--- src/core/xmb_cfg.svh ---
// Constants for the external memory bus and boot select block
`ifndef XMB_CFG_SVH
`define XMB_CFG_SVH
`define XMB_PHASES        3'h6
`define XMB_ALE_PHASE     3'h0
`define XMB_ADDR_PHASE    3'h1
`define XMB_INT_CODE_TOP  16'hF7FF
`define XMB_NOP_OPCODE    8'h00
`define XMB_ALE_OFF_BIT   4
`define XMB_RUNTIME_TOP   16'hDFFF
`define XMB_CLK_MHZ       10
`endif

--- src/core/xmb_pkg.sv ---
// Types for the external memory bus and boot select block
`default_nettype none
package xmb_pkg;
  typedef enum logic [1:0] {XMB_IDLE, XMB_CODE, XMB_RD, XMB_WR} xmb_cycle_e;
endpackage : xmb_pkg
`default_nettype wire

--- src/core/xmb_bus.sv ---
// External program and data memory bus with boot-time code source selection
//
// Overview of operation
// - High address port carries upper address bytes
// - Port two written one: weak pull-up
// - Select high: internal code below F800h
// - Sample access select only at reset end
// - Program strobe high during internal execution
// - Program strobe low at reset: download
// - Latch strobe captures low and page bytes
// - Latch strobe once per external bus cycle, data cycles included
// - Power control bit four stops latch strobe
// - Address/data port open-drain when idle
// - Bus cycles drive strong ones
// - Internal fetches above F7FFh return no-op
// - 56 Kbytes internal code rewritable at runtime
// - Download mode writes internal code space
// - Write strobe latches data for writes
// - Read strobe enables data for reads
`include "xmb_cfg.svh"
`default_nettype none
module xmb_bus (
  input  wire logic        core_clk,
  input  wire logic        rst,
  input  wire logic        external_access_select,
  input  wire logic        program_store_strobe_in,
  input  wire logic [7:0]  power_control_register,
  input  wire logic [7:0]  port2_latch,
  input  wire logic [7:0]  port0_latch,
  input  wire logic        code_req,
  input  wire logic [15:0] code_addr,
  input  wire logic [7:0]  int_code_data,
  input  wire logic        data_req,
  input  wire logic        data_write,
  input  wire logic        data_wide,
  input  wire logic [23:0] data_addr,
  input  wire logic [7:0]  data_wdata,
  input  wire logic        flash_wr_req,
  input  wire logic [15:0] flash_wr_addr,
  input  wire logic [7:0]  address_data_port_in,
  output logic [7:0]       address_data_port_out,
  output logic [7:0]       address_data_port_oe_n,
  output logic [7:0]       high_address_port,
  output logic [7:0]       high_address_pullup_weak,
  output logic             program_store_strobe,
  output logic             address_latch_strobe,
  output logic             read_strobe_n,
  output logic             write_strobe_n,
  output logic             code_ext,
  output logic             download_mode,
  output logic             flash_wr_ok,
  output logic [7:0]       fetch_data,
  output logic             fetch_valid,
  output logic [7:0]       read_data,
  output logic             data_done
);
  logic [1:0]          sel_sync;
  logic [1:0]          ps_sync;
  logic                boot_pending;
  logic [2:0]          phase;
  xmb_pkg::xmb_cycle_e cycle;
  logic [23:0]         addr;
  logic [7:0]          wdata;
  logic                ale_off;

  // ****************************************
  // Phase decoding
  // ****************************************
  function automatic logic last_phase(input logic [2:0] ph);
    return ph == `XMB_PHASES - 3'h1;
  endfunction : last_phase

  // ****************************************
  // Boot pin synchronisers
  // ****************************************
  always_ff @(posedge core_clk) begin   // No reset: pins settle while reset is held
    sel_sync <= {sel_sync[0], external_access_select};
    ps_sync  <= {ps_sync[0], program_store_strobe_in};
  end

  // ****************************************
  // Boot pin sampling
  // ****************************************
  always_ff @(posedge core_clk or posedge rst) begin
    if (rst) begin
      boot_pending  <= 1'b1;
      code_ext      <= 1'b0;
      download_mode <= 1'b0;
    end else if (boot_pending) begin
      boot_pending  <= 1'b0;
      code_ext      <= ~sel_sync[1];
      download_mode <= ~ps_sync[1];
    end
  end

  // ****************************************
  // Flash write window
  // ****************************************
  assign flash_wr_ok = flash_wr_req & ((download_mode & (flash_wr_addr <= `XMB_INT_CODE_TOP)) |
                       (flash_wr_addr <= `XMB_RUNTIME_TOP));

  // ****************************************
  // Internal and external fetch results
  // ****************************************
  always_ff @(posedge core_clk or posedge rst) begin
    if (rst) begin
      fetch_data  <= 8'h00;
      fetch_valid <= 1'b0;
    end else begin
      fetch_valid <= 1'b0;
      if (code_req && !code_ext && cycle == xmb_pkg::XMB_IDLE && !boot_pending) begin
        fetch_valid <= 1'b1;
        fetch_data  <= (code_addr > `XMB_INT_CODE_TOP) ? `XMB_NOP_OPCODE : int_code_data;
      end else if (cycle == xmb_pkg::XMB_CODE && last_phase(phase)) begin
        fetch_valid <= 1'b1;
        fetch_data  <= address_data_port_in;
      end
    end
  end

  // ****************************************
  // External bus cycle sequencer
  // ****************************************
  always_ff @(posedge core_clk or posedge rst) begin
    if (rst) begin
      cycle <= xmb_pkg::XMB_IDLE;
      phase <= 3'h0;
      addr  <= 24'h000000;
      wdata <= 8'h00;
    end else if (cycle == xmb_pkg::XMB_IDLE) begin
      phase <= 3'h0;
      if (!boot_pending && data_req) begin
        cycle <= data_write ? xmb_pkg::XMB_WR : xmb_pkg::XMB_RD;
        addr  <= data_wide ? data_addr : {8'h00, data_addr[15:0]};
        wdata <= data_wdata;
      end else if (!boot_pending && code_req && code_ext) begin
        cycle <= xmb_pkg::XMB_CODE;
        addr  <= {8'h00, code_addr};
      end
    end else if (last_phase(phase)) begin
      cycle <= xmb_pkg::XMB_IDLE;
      phase <= 3'h0;
    end else begin
      phase <= phase + 3'h1;
    end
  end

  always_ff @(posedge core_clk or posedge rst) begin
    if (rst) begin
      read_data <= 8'h00;
      data_done <= 1'b0;
    end else begin
      data_done <= (cycle == xmb_pkg::XMB_RD || cycle == xmb_pkg::XMB_WR) && last_phase(phase);
      if (cycle == xmb_pkg::XMB_RD && last_phase(phase)) begin
        read_data <= address_data_port_in;
      end
    end
  end

  // ****************************************
  // Latch strobe disable
  // ****************************************
  always_ff @(posedge core_clk or posedge rst) begin
    if (rst) begin
      ale_off <= 1'b0;
    end else begin
      ale_off <= power_control_register[`XMB_ALE_OFF_BIT];
    end
  end

  // ****************************************
  // Pin drivers
  // ****************************************
  always_ff @(posedge core_clk or posedge rst) begin
    if (rst) begin
      address_latch_strobe     <= 1'b0;
      program_store_strobe     <= 1'b1;
      read_strobe_n            <= 1'b1;
      write_strobe_n           <= 1'b1;
      address_data_port_out    <= 8'hFF;
      address_data_port_oe_n   <= 8'hFF;
      high_address_port        <= 8'hFF;
      high_address_pullup_weak <= 8'hFF;
    end else begin
      address_latch_strobe <= 1'b0;
      program_store_strobe <= 1'b1;
      read_strobe_n        <= 1'b1;
      write_strobe_n       <= 1'b1;
      if (cycle == xmb_pkg::XMB_IDLE) begin
        address_data_port_out    <= port0_latch;
        address_data_port_oe_n   <= port0_latch;
        high_address_port        <= port2_latch;
        high_address_pullup_weak <= port2_latch;
      end else begin
        high_address_pullup_weak <= 8'h00;
        high_address_port        <= (phase <= `XMB_ADDR_PHASE && cycle != xmb_pkg::XMB_CODE) ?
                                    addr[23:16] : addr[15:8];
        address_latch_strobe     <= ~ale_off && phase == `XMB_ALE_PHASE;
        if (phase <= `XMB_ADDR_PHASE) begin
          address_data_port_out  <= addr[7:0];
          address_data_port_oe_n <= 8'h00;
        end else if (cycle == xmb_pkg::XMB_WR) begin
          address_data_port_out  <= wdata;
          address_data_port_oe_n <= 8'h00;
          write_strobe_n         <= last_phase(phase) ? 1'b1 : 1'b0;
        end else begin
          address_data_port_oe_n <= 8'hFF;
          if (cycle == xmb_pkg::XMB_RD) begin
            read_strobe_n <= 1'b0;
          end else begin
            program_store_strobe <= 1'b0;
          end
        end
      end
    end
  end
endmodule : xmb_bus
`default_nettype wire

--- config.mk ---
export PLATFORM = sky130hd
export DESIGN_NAME = xmb_bus
export DESIGN_NICKNAME = d
export VERILOG_FILES = /design/src/core/xmb_pkg.sv /design/src/core/xmb_bus.sv
export VERILOG_INCLUDE_DIRS = /design/src /design/src/core
export SDC_FILE = /design/constraint.sdc
export NUM_CORES = 1
export LEC_CHECK = 0
export BUFFER_PORTS_ARGS = -buffer_cell sky130_fd_sc_hd__buf_2
export CORE_MARGIN = 3
export CORE_UTILIZATION = 45
export CTS_BUF_LIST = sky130_fd_sc_hd__clkbuf_8
export DETAILED_ROUTE_END_ITERATION = 10
export PLACE_DENSITY = 0.73
export SETUP_SLACK_MARGIN = 0.2
export SYNTH_ARGS = -nofsm -noshare
export SYNTH_HDL_FRONTEND = slang
export SYNTH_SLANG_ARGS = --single-unit
--- constraint.sdc ---
create_clock -name core_clk -period 3.4 [get_ports core_clk]
set_clock_uncertainty 0.2 [all_clocks]
set_input_delay 0.34 -clock core_clk [delete_from_list [all_inputs] [get_ports core_clk]]
set_output_delay 0.34 -clock core_clk [all_outputs]
set_load 0.01 [all_outputs]
==> results of run 1 <==
==> layout by cell type (no fill, tap or decap), drive strengths merged <==
master       Yosys  final
buf             17    153
dfrtp           59     59
o21ai           43     43
dfstp           36     36
mux2i           32     32
dlygate4sd3      0     32
mux2            16     16
nand2           12     12
inv              7     12
nor2            11     11
clkbuf           7      9
o22ai            8      8
and2             8      8
o21bai           8      8
a21o             8      8
o21a             8      8
a211oi           8      8
o2bb2ai          8      8
a22o             8      8
a21oi            8      8
ha               4      4
dfxtp            4      4
nand2b           4      4
nand3b           3      3
nand3            3      3
nand4b           2      2
nor2b            2      2
clkinvlp         0      2
nor3             2      2
or2              1      1
and4bb           1      1
nor4b            1      1
nor3b            1      1
and3b            1      1
and2b            1      1
conb             1      1
==> cells in the mapped netlist (4+ instances only) <==
cell type	number
nor2_1	11
mux2i_1	32
buf_2	9
o21ai_0	42
dfrtp_1	59
nand2_1	12
o2bb2ai_1	8
buf_6	4
mux2_2	16
a21oi_1	7
inv_1	7
clkbuf_1	7
dfstp_2	36
a211oi_1	8
and2_1	8
o21bai_1	8
dfxtp_1	4
o21a_1	8
a22o_1	7
ha_1	4
a21o_1	8
o22ai_1	8
==> per-layer routing <==
layer / GRT usage / vias to the layer above / routed length [um]
met4: 0.0568 / 0 / 81
met3: 0.0501 / 9 / 692
met2: 0.311 / 121 / 4810
met5: 0 / - / 0
met1: 0.253 / 1520 / 4470
li1: - / 1563 / -
==> metrics by stage <==
step | util | worst slack [ns]
after global routing | 0.613 | 0.313
final | 0.613 | 0.605
after global placement | 0.559 | 0.620
after detailed placement | 0.559 | 0.577
after CTS | 0.608 | 0.549
after floorplan | - | 0.443
==> cell type report <==
class | count | area share
Clock buffer | 9 | 0.0226
Clock inverter | 7 | 0.00708
Inverter | 7 | 0.00525
Multi-Input combinational cell | 213 | 0.285
Sequential cell | 99 | 0.457
Tap cell | 108 | 0.0247
Timing Repair Buffer | 185 | 0.199
==> logic make-up (layout without fill, tap and decap cells) <==
group           after synthesis  after routing  synth area share
other cells                   1              1          0.000885
compound gates              107            107             0.163
simple gates                 53             53            0.0741
buf+inv                      31            208            0.0416
mux                          48             48             0.118
fa+ha+maj                     4              4            0.0118
flops                        99             99             0.590
==> registers in the layout (all words and copies together), names as in the netlist <==
signal	count
addr	24
address_data_port_oe_n	8
address_data_port_out	8
address_latch_strobe	1
ale_off	1
boot_pending	1
code_ext	1
cycle	2
data_done	1
download_mode	1
fetch_data	8
fetch_valid	1
high_address_port	8
high_address_pullup_weak	8
phase	3
program_store_strobe	1
ps_sync	2
read_data	8
read_strobe_n	1
sel_sync	2
wdata	8
write_strobe_n	1
==> worst min path at each step <==
| stage | endpoint | slack (ns) | cells past startpoint |
|---|---|---|---|
| floorplan | ps_sync[1]$_DFF_P_ | 0.11 | 0 |
| global placement | sel_sync[1]$_DFF_P_ | 0.11 | 0 |
| detailed placement | ps_sync[1]$_DFF_P_ | 0.11 | 0 |
| CTS | wdata[3]$_DFFE_PP0P_ | 0.0001 | 2 |
| global route | read_data[2]$_DFFE_PP0P_ | 0.0007 | 2 |
| finish | addr[19]$_DFFE_PP0P_ | 0.01 | 2 |
==> worst max-delay path: cells and delay by family (launching register included) <==
family,cells,cell delay [ns]
AO/OA/AOI/OAI,1,0.23
flip-flops,1,0.42
AND/OR/NAND/NOR,2,1.17
adder cells (fa/ha/maj),1,0.63
buffers and inverters,1,0.09
==> power breakdown <==
group | leakage (nW) | switching (mW) | total, mW | internal, mW
clock | 0.0899 | 0.394 | 0.653 | 0.259
combinational | 1.42 | 0.899 | 1.70 | 0.802
sequential | 1.14 | 0.289 | 2.08 | 1.79
==> what timing repair did <==
item                                   4_1_cts  5_1_grt
buffers inserted                             0        0
resized for setup                            0        0
hold buffers                                27        5
endpoints found under the hold margin       27        5
==> results.json, run 1 <==
{
  "period_needed_ns": 2.79,
  "timing.rr.end": "addr[18]$_DFFE_PP0P_",
  "initial_utilization": 0.474,
  "core_area_um2": 8930,
  "cap_violations": 0,
  "top_level_ports": 170,
  "gp_congestion": 0.819,
  "cts.sinks": 99,
  "dp.cells": 580,
  "syn_area_um2": 4240,
  "ff_latch_area_um2": 2500,
  "synth_enable_flop_cells": 0,
  "final_area_um2": 5480,
  "hold_viol": 0,
  "max_freq_mhz": 358,
  "rsz0062_at_grt": "false",
  "drive_above_1_share": 0.433,
  "synth.avg_cell_area_um2": 12.4,
  "syn_nets": 460,
  "critPathLaunchType": "register",
  "hpwl_mm": 6.91,
  "grt_pass1_wl_mm": 15.6,
  "grt_max_degree": 96,
  "ir_worst_vdd_v": 0.000384,
  "vias": 3213,
  "max_slew_margin": 0.244,
  "cts_max_level": 3,
  "cp_cell_sequence": "inv_1, ha_1, nand3b_1, nor2_1, a22o_2",
  "die_h_um": 103,
  "cts_tree": "yes",
  "fin_total_pwr_mw": 4.43,
  "path_class": "register to register",
  "via_per_inst": 5.12,
  "first_iter_violations": 119,
  "status": "completed",
  "synth.area.top_cells": "dfrtp_1 35%, dfstp_2 22%, mux2i_1 7.6%",
  "hold_slack_ns": 0.0124,
  "hold_start": "data_addr[19]",
  "cp.required_ns": 3.51,
  "critical_path.startpoint": "cycle[1]$_DFFE_PP0P_",
  "synthCells": 343,
  "port_buffers": 151,
  "insertion_delay_ns": 0.37,
  "grt_pass1_vias": 3232,
  "fill_cells": 748,
  "leakage_nw": 2.65,
  "fin_cells": 628,
  "reg2reg_depth": 5,
  "finalCritPeriodShare": 0.822,
  "ys_ff_latch": 99,
  "yosysTopAreaCell": "dfrtp_1",
  "timing.rr.start": "cycle[1]$_DFFE_PP0P_",
  "yosysTopAreaCellShare": 0.348,
  "detail_route.drc_violations": 0,
  "synthArstFlopShare": 0.960,
  "cp_data_arrival_time_ns": 2.91,
  "routed_wirelength_mm": 10.1,
  "first_pass_iters": 4,
  "cts_root_buffer": "clkbuf_8",
  "num-nets-final": 632,
  "setup_viol": 0,
  "clk_pin_slew_ns": 0.09,
  "endpoint": "addr[18]$_DFFE_PP0P_",
  "area_growth_pct": 29.3,
  "num_rows": 34,
  "crit_slowest_cell": "ha_1",
  "synth.distinct_cells": 43,
  "yosysWarnings": 0,
  "cpPeakStageDelay_ns": 0.63,
  "rrSetupSlack_ns": 0.61,
  "die_w_um": 103,
  "cts_made_buffers": 9,
  "multiInputGateArea_um2": 1560,
  "worst_pin_slew_ns": 1.13,
  "dieArea_um2": 10600,
  "wl_per_cell_um": 16.0,
  "cp_max_fo": 21,
  "grt_usage": 0.191,
  "report.final.slew_viol_count": 0,
  "seq_area_frac_synth": 0.590,
  "place_area_um2": 5000,
  "tns_ns": 0,
  "antenna_found_initial": 0,
  "ant_nets": 0,
  "hp-class": "input pin to register",
  "grt_remaining_overflow": 0,
  "power-per-cell-area_nw_per_um2": 809,
  "cp-end-kind": "register",
  "cts.path.max_buffers": 2,
  "synth_ff_type": "dfrtp_1",
  "n_antenna_cell": 0
}
Power figures use the tool's default switching activity.
==> inputs of run 2 (changes only) <==
clock period = 2.92 ns   (was 3.4 ns; I/O delays follow)
==> results.json, run 2 (same netlist as run 1, synthesis figures left out) <==
{
  "mostFrequentLayoutCell": "buf_2",
  "area_growth_pct": 36.4,
  "max_freq_mhz": 434,
  "power_frac_clock": 0.174,
  "hold_start": "code_addr[2]",
  "hp-class": "input pin to register",
  "top_register": "addr",
  "port_buffers": 151,
  "cts_made_buffers": 9,
  "insertion_delay_ns": 0.35,
  "grt_max_degree": 67,
  "cts_root_buffer": "clkbuf_8",
  "detail_route.drc_violations": 0,
  "wl_per_cell_um": 16.7,
  "clk_pin_slew_ns": 0.09,
  "grt_usage": 0.208,
  "path_class": "register to register",
  "period_needed_ns": 2.31,
  "cp_max_fo": 25,
  "cts.sinks": 99,
  "cp-end-kind": "register",
  "final_util": 0.647,
  "post-place-ws_ns": 0.625,
  "vias": 3415,
  "antenna_found_initial": 0,
  "cp_data_arrival_time_ns": 2.30,
  "dieArea_um2": 10600,
  "largest_reg_flops": 24,
  "p_int_mw": 3.56,
  "die_w_um": 103,
  "power-per-cell-area_nw_per_um2": 941,
  "rrSetupSlack_ns": 0.61,
  "grt_remaining_overflow": 0,
  "report.final.slew_viol_count": 0,
  "hpwl_mm": 7.27,
  "grt_pass1_wl_mm": 16.9,
  "drive_above_1_share": 0.423,
  "status": "completed",
  "fin_total_pwr_mw": 5.44,
  "rsz0062_at_grt": "false",
  "timing.rr.end": "addr[3]$_DFFE_PP0P_",
  "cts_max_level": 3,
  "finalCritPeriodShare": 0.790,
  "worst_pin_slew_ns": 0.964,
  "die_h_um": 103,
  "tns_ns": 0,
  "grt_pass1_vias": 3446,
  "reg2reg_depth": 6,
  "setup_viol": 0,
  "swShare": 0.346,
  "ant_nets": 0,
  "routed_wirelength_mm": 10.9,
  "mostFrequentLayoutCells": "151 x buf_2, 59 x dfrtp_1, 53 x dlygate4sd3_1",
  "cap_violations": 0,
  "hold_end": "addr[2]$_DFFE_PP0P_",
  "core_area_um2": 8930,
  "leakage_nw": 2.78,
  "setup_slack_ns": 0.614,
  "first_pass_iters": 5,
  "hold_viol": 0,
  "gp_congestion": 0.785,
  "cp.required_ns": 2.91,
  "num-nets-final": 656,
  "timing.rr.start": "cycle[0]$_DFFE_PP0P_",
  "max_slew_margin": 0.357,
  "first_iter_violations": 120,
  "cts.path.max_buffers": 2,
  "n_antenna_cell": 0,
  "holdPathStages": 3,
  "num_rows": 34,
  "ir_worst_vdd_v": 0.000509,
  "cts_tree": "yes",
  "p_comb_frac": 0.380,
  "top_level_ports": 170,
  "p_switching_mw": 1.88,
  "initial_utilization": 0.474,
  "critPathLaunchType": "register",
  "seq_power_share": 0.446,
  "via_per_inst": 5.24
}
==> run 2: changes by cell type in the layout (fill, tap and decap cells not counted), moves of 2 or more <==
| cell | previous run | this run |
|---|---|---|
| dlygate4sd3_1 | 32 | 53 |
| inv_1 | 9 | 7 |
| bufinv_16 | 0 | 2 |
| inv_4 | 3 | 0 |
| clkinv_2 | 0 | 2 |
| buf_4 | 2 | 4 |
==> run 2: power by group through the flow <==
stage	logic [mW]	clock network, mW	registers (mW)
2_1_floorplan	1.27	0	2.49
3_3_place_gp	1.95	0	2.42
3_5_place_dp	2.03	0	2.44
4_1_cts	2.08	0.979	2.42
5_1_grt	2.32	1.03	2.50
6_report	2.07	0.944	2.43
==> run 2: worst max path at each step <==
stage                               from              endpoint  slack, ns  cells past startpoint
floorplan           cycle[0]$_DFFE_PP0P_  addr[19]$_DFFE_PP0P_       1.07                      8
global placement    cycle[0]$_DFFE_PP0P_  addr[18]$_DFFE_PP0P_       0.71                      6
detailed placement  cycle[0]$_DFFE_PP0P_   addr[3]$_DFFE_PP0P_       0.63                      6
CTS                 cycle[0]$_DFFE_PP0P_  addr[18]$_DFFE_PP0P_       0.61                      6
global route        cycle[0]$_DFFE_PP0P_  addr[14]$_DFFE_PP0P_       0.33                      6
finish              cycle[0]$_DFFE_PP0P_   addr[3]$_DFFE_PP0P_       0.61                      6
==> run 2: final cells by class <==
cell class | instances | area (um2)
Tap cell | 108 | 135
Clock buffer | 10 | 138
Clock inverter | 6 | 81.3
Multi-Input combinational cell | 213 | 1560
Fill cell | 715 | 3150
Timing Repair Buffer | 209 | 1340
Inverter | 7 | 30.0
Sequential cell | 99 | 2500
==> run 2: what timing repair did <==
| item | in CTS | in global routing |
|---|---|---|
| setup buffers | 0 | 0 |
| hold buffers | 53 | 0 |
| resized for setup | 0 | 0 |
| hold endpoints to repair | 72 | 0 |
| setup endpoints to repair | 0 | 0 |
==> run 2: metal layers <==
metal	GRT usage	wire length (um)
met5	0	0
met2	0.364	5460
met4	0.0458	67
met1	0.255	4510
met3	0.0636	832
==> run 2: metrics by stage <==
step | hold WS (ns) | cells | area, um2
3_5_place_dp | 0.115 | 583 | 5030
5_1_grt | 0.0171 | 652 | 5780
2_1_floorplan | 0.110 | 343 | 4240
4_1_cts | 0.0113 | 652 | 5780
3_3_place_gp | 0.113 | 583 | 5030
6_report | 0.0243 | 652 | 5780
==> run 2: worst max-delay path, stage by stage, from the launching register on <==
cell	delay, ns
dfrtp_1	0.40
inv_1	0.08
ha_1	0.23
buf_4	0.19
nand2b_4	0.17
or2_1	0.63
o21ai_0	0.23
==> inputs of run 3 (changes only) <==
PLACE_DENSITY = 0.76   (was 0.73)
clock period = 2.1 ns   (was 2.92 ns; I/O delays follow)
==> results.json, run 3 (same netlist as run 1, synthesis figures left out) <==
{
  "violations": "negative hold slack",
  "cap_violations": 0,
  "finalCritPeriodShare": 0.867,
  "reg2reg_depth": 6,
  "vias": 3564,
  "insertion_delay_ns": 0.36,
  "grt_usage": 0.215,
  "fin_total_pwr_mw": 7.68,
  "first_iter_violations": 135,
  "initial_utilization": 0.474,
  "max_slew_margin": 0.556,
  "tns_ns": 0,
  "cts.path.max_buffers": 2,
  "crit_slowest_cell": "dfrtp_1",
  "ir_worst_vdd_v": 0.000783,
  "via_per_inst": 5.15,
  "cts.sinks": 99,
  "hpwl_mm": 7.31,
  "antenna_found_initial": 0,
  "hold_viol": 1,
  "fill_cells": 652,
  "multiInputGateArea_um2": 1570,
  "cp.required_ns": 2.14,
  "drive_above_1_share": 0.425,
  "report.final.slew_viol_count": 0,
  "wl_per_cell_um": 16.3,
  "period_needed_ns": 1.82,
  "hold_slack_ns": -0.00112,
  "critPathLaunchType": "register",
  "cp-end-kind": "register",
  "detail_route.drc_violations": 0,
  "cts_root_buffer": "clkbuf_8",
  "num_rows": 34,
  "die_w_um": 103,
  "mostFrequentLayoutCell": "buf_2",
  "cp_max_fo": 25,
  "power-per-cell-area_nw_per_um2": 1250,
  "grt_pass1_vias": 3724,
  "largest_reg_flops": 24,
  "mostFrequentLayoutCells": "151 x buf_2, 79 x dlygate4sd3_1, 59 x dfrtp_1",
  "holdPathStages": 3,
  "gp_congestion": 0.858,
  "cp_data_arrival_time_ns": 1.86,
  "leakage_nw": 2.94,
  "cts_tree": "yes",
  "n_antenna_cell": 0,
  "cts_max_level": 3,
  "grt_max_degree": 35,
  "status": "finished, violations left",
  "clk_pin_slew_ns": 0.10,
  "cpPeakStageDelay_ns": 0.43,
  "port_buffers": 151,
  "path_class": "register to register",
  "first_pass_iters": 4,
  "routed_wirelength_mm": 11.3,
  "num-nets-final": 696,
  "area_growth_pct": 45.5,
  "max_freq_mhz": 549,
  "cts_made_buffers": 9,
  "grt_pass1_wl_mm": 17.6,
  "die_h_um": 103,
  "ant_nets": 0,
  "top_level_ports": 170,
  "worst_pin_slew_ns": 0.664,
  "core_area_um2": 8930,
  "top_register": "addr",
  "setup_viol": 0,
  "grt_remaining_overflow": 0,
  "ff_latch_area_um2": 2500,
  "hp-class": "input pin to register",
  "cp_cell_sequence": "inv_1, ha_4, buf_8, clkinvlp_4, nor4b_1, a21oi_1",
  "dieArea_um2": 10600,
  "rsz0062_at_grt": "true"
}
==> run 3: per-stage QoR <==
stage,cells,utilization,cell area [um2],hold WS (ns),worst slack (ns)
3_3_place_gp,596,0.576,5140,0.112,0.142
6_report,692,0.690,6160,-0.00112,0.280
4_1_cts,691,0.689,6160,0.00248,0.250
5_1_grt,692,0.690,6160,0.0352,0.181
2_1_floorplan,343,-,4240,0.0377,0.255
3_5_place_dp,596,0.576,5140,0.114,0.0350
==> run 3: repair_timing <==
item                       4_1_cts  5_1_grt
buffers inserted                 0        0
cloned                           0        1
hold buffers                    79        0
hold endpoints to repair        98        0
resized for setup                6        7
setup endpoints to repair       33       13
==> run 3: final timing paths <==
check                                      from                             endpoint  slack, ns
hold reg to reg              ps_sync[0]$_DFF_P_                   ps_sync[1]$_DFF_P_       0.14
setup / recovery           cycle[1]$_DFFE_PP0P_                 cycle[0]$_DFFE_PP0P_       0.28
setup reg to reg           cycle[1]$_DFFE_PP0P_                 cycle[0]$_DFFE_PP0P_       0.28
max in group asynchronous                   rst  address_data_port_oe_n[4]$_DFF_PP1_       0.76
min in group asynchronous                   rst            fetch_data[6]$_DFFE_PP0P_       0.30
hold / removal                    data_addr[12]                 addr[12]$_DFFE_PP0P_     -0.001
==> run 3: critical path: cells and delay by family, from the launching register on <==
family	cells	cell delay, ns
buffers and inverters	3	0.49
and+or+nand+nor	1	0.33
DFF	1	0.43
adders and majority gates	1	0.19
AOI/OAI and AO/OA	1	0.07
==> run 3: layer usage <==
layer	track usage	part of all wire	vias up
met1	0.265	0.41	1720
li1	-	-	1693
met3	0.0359	0.057	20
met2	0.379	0.51	131
met4	0.0777	0.019	0
met5	0	0	-
==> run 3: layout make-up <==
class | instances | area share
Clock buffer | 9 | 0.0201
Clock inverter | 7 | 0.0124
Inverter | 7 | 0.00548
Multi-Input combinational cell | 213 | 0.255
Sequential cell | 99 | 0.406
Tap cell | 108 | 0.0219
Timing Repair Buffer | 248 | 0.278
Timing Repair inverter | 1 | 0.000812
==> run 3: power breakdown <==
part | switching [mW] | internal [mW]
logic | 1.61 | 1.53
registers | 0.420 | 2.90
clock network | 0.666 | 0.560
total | 2.69 | 4.99
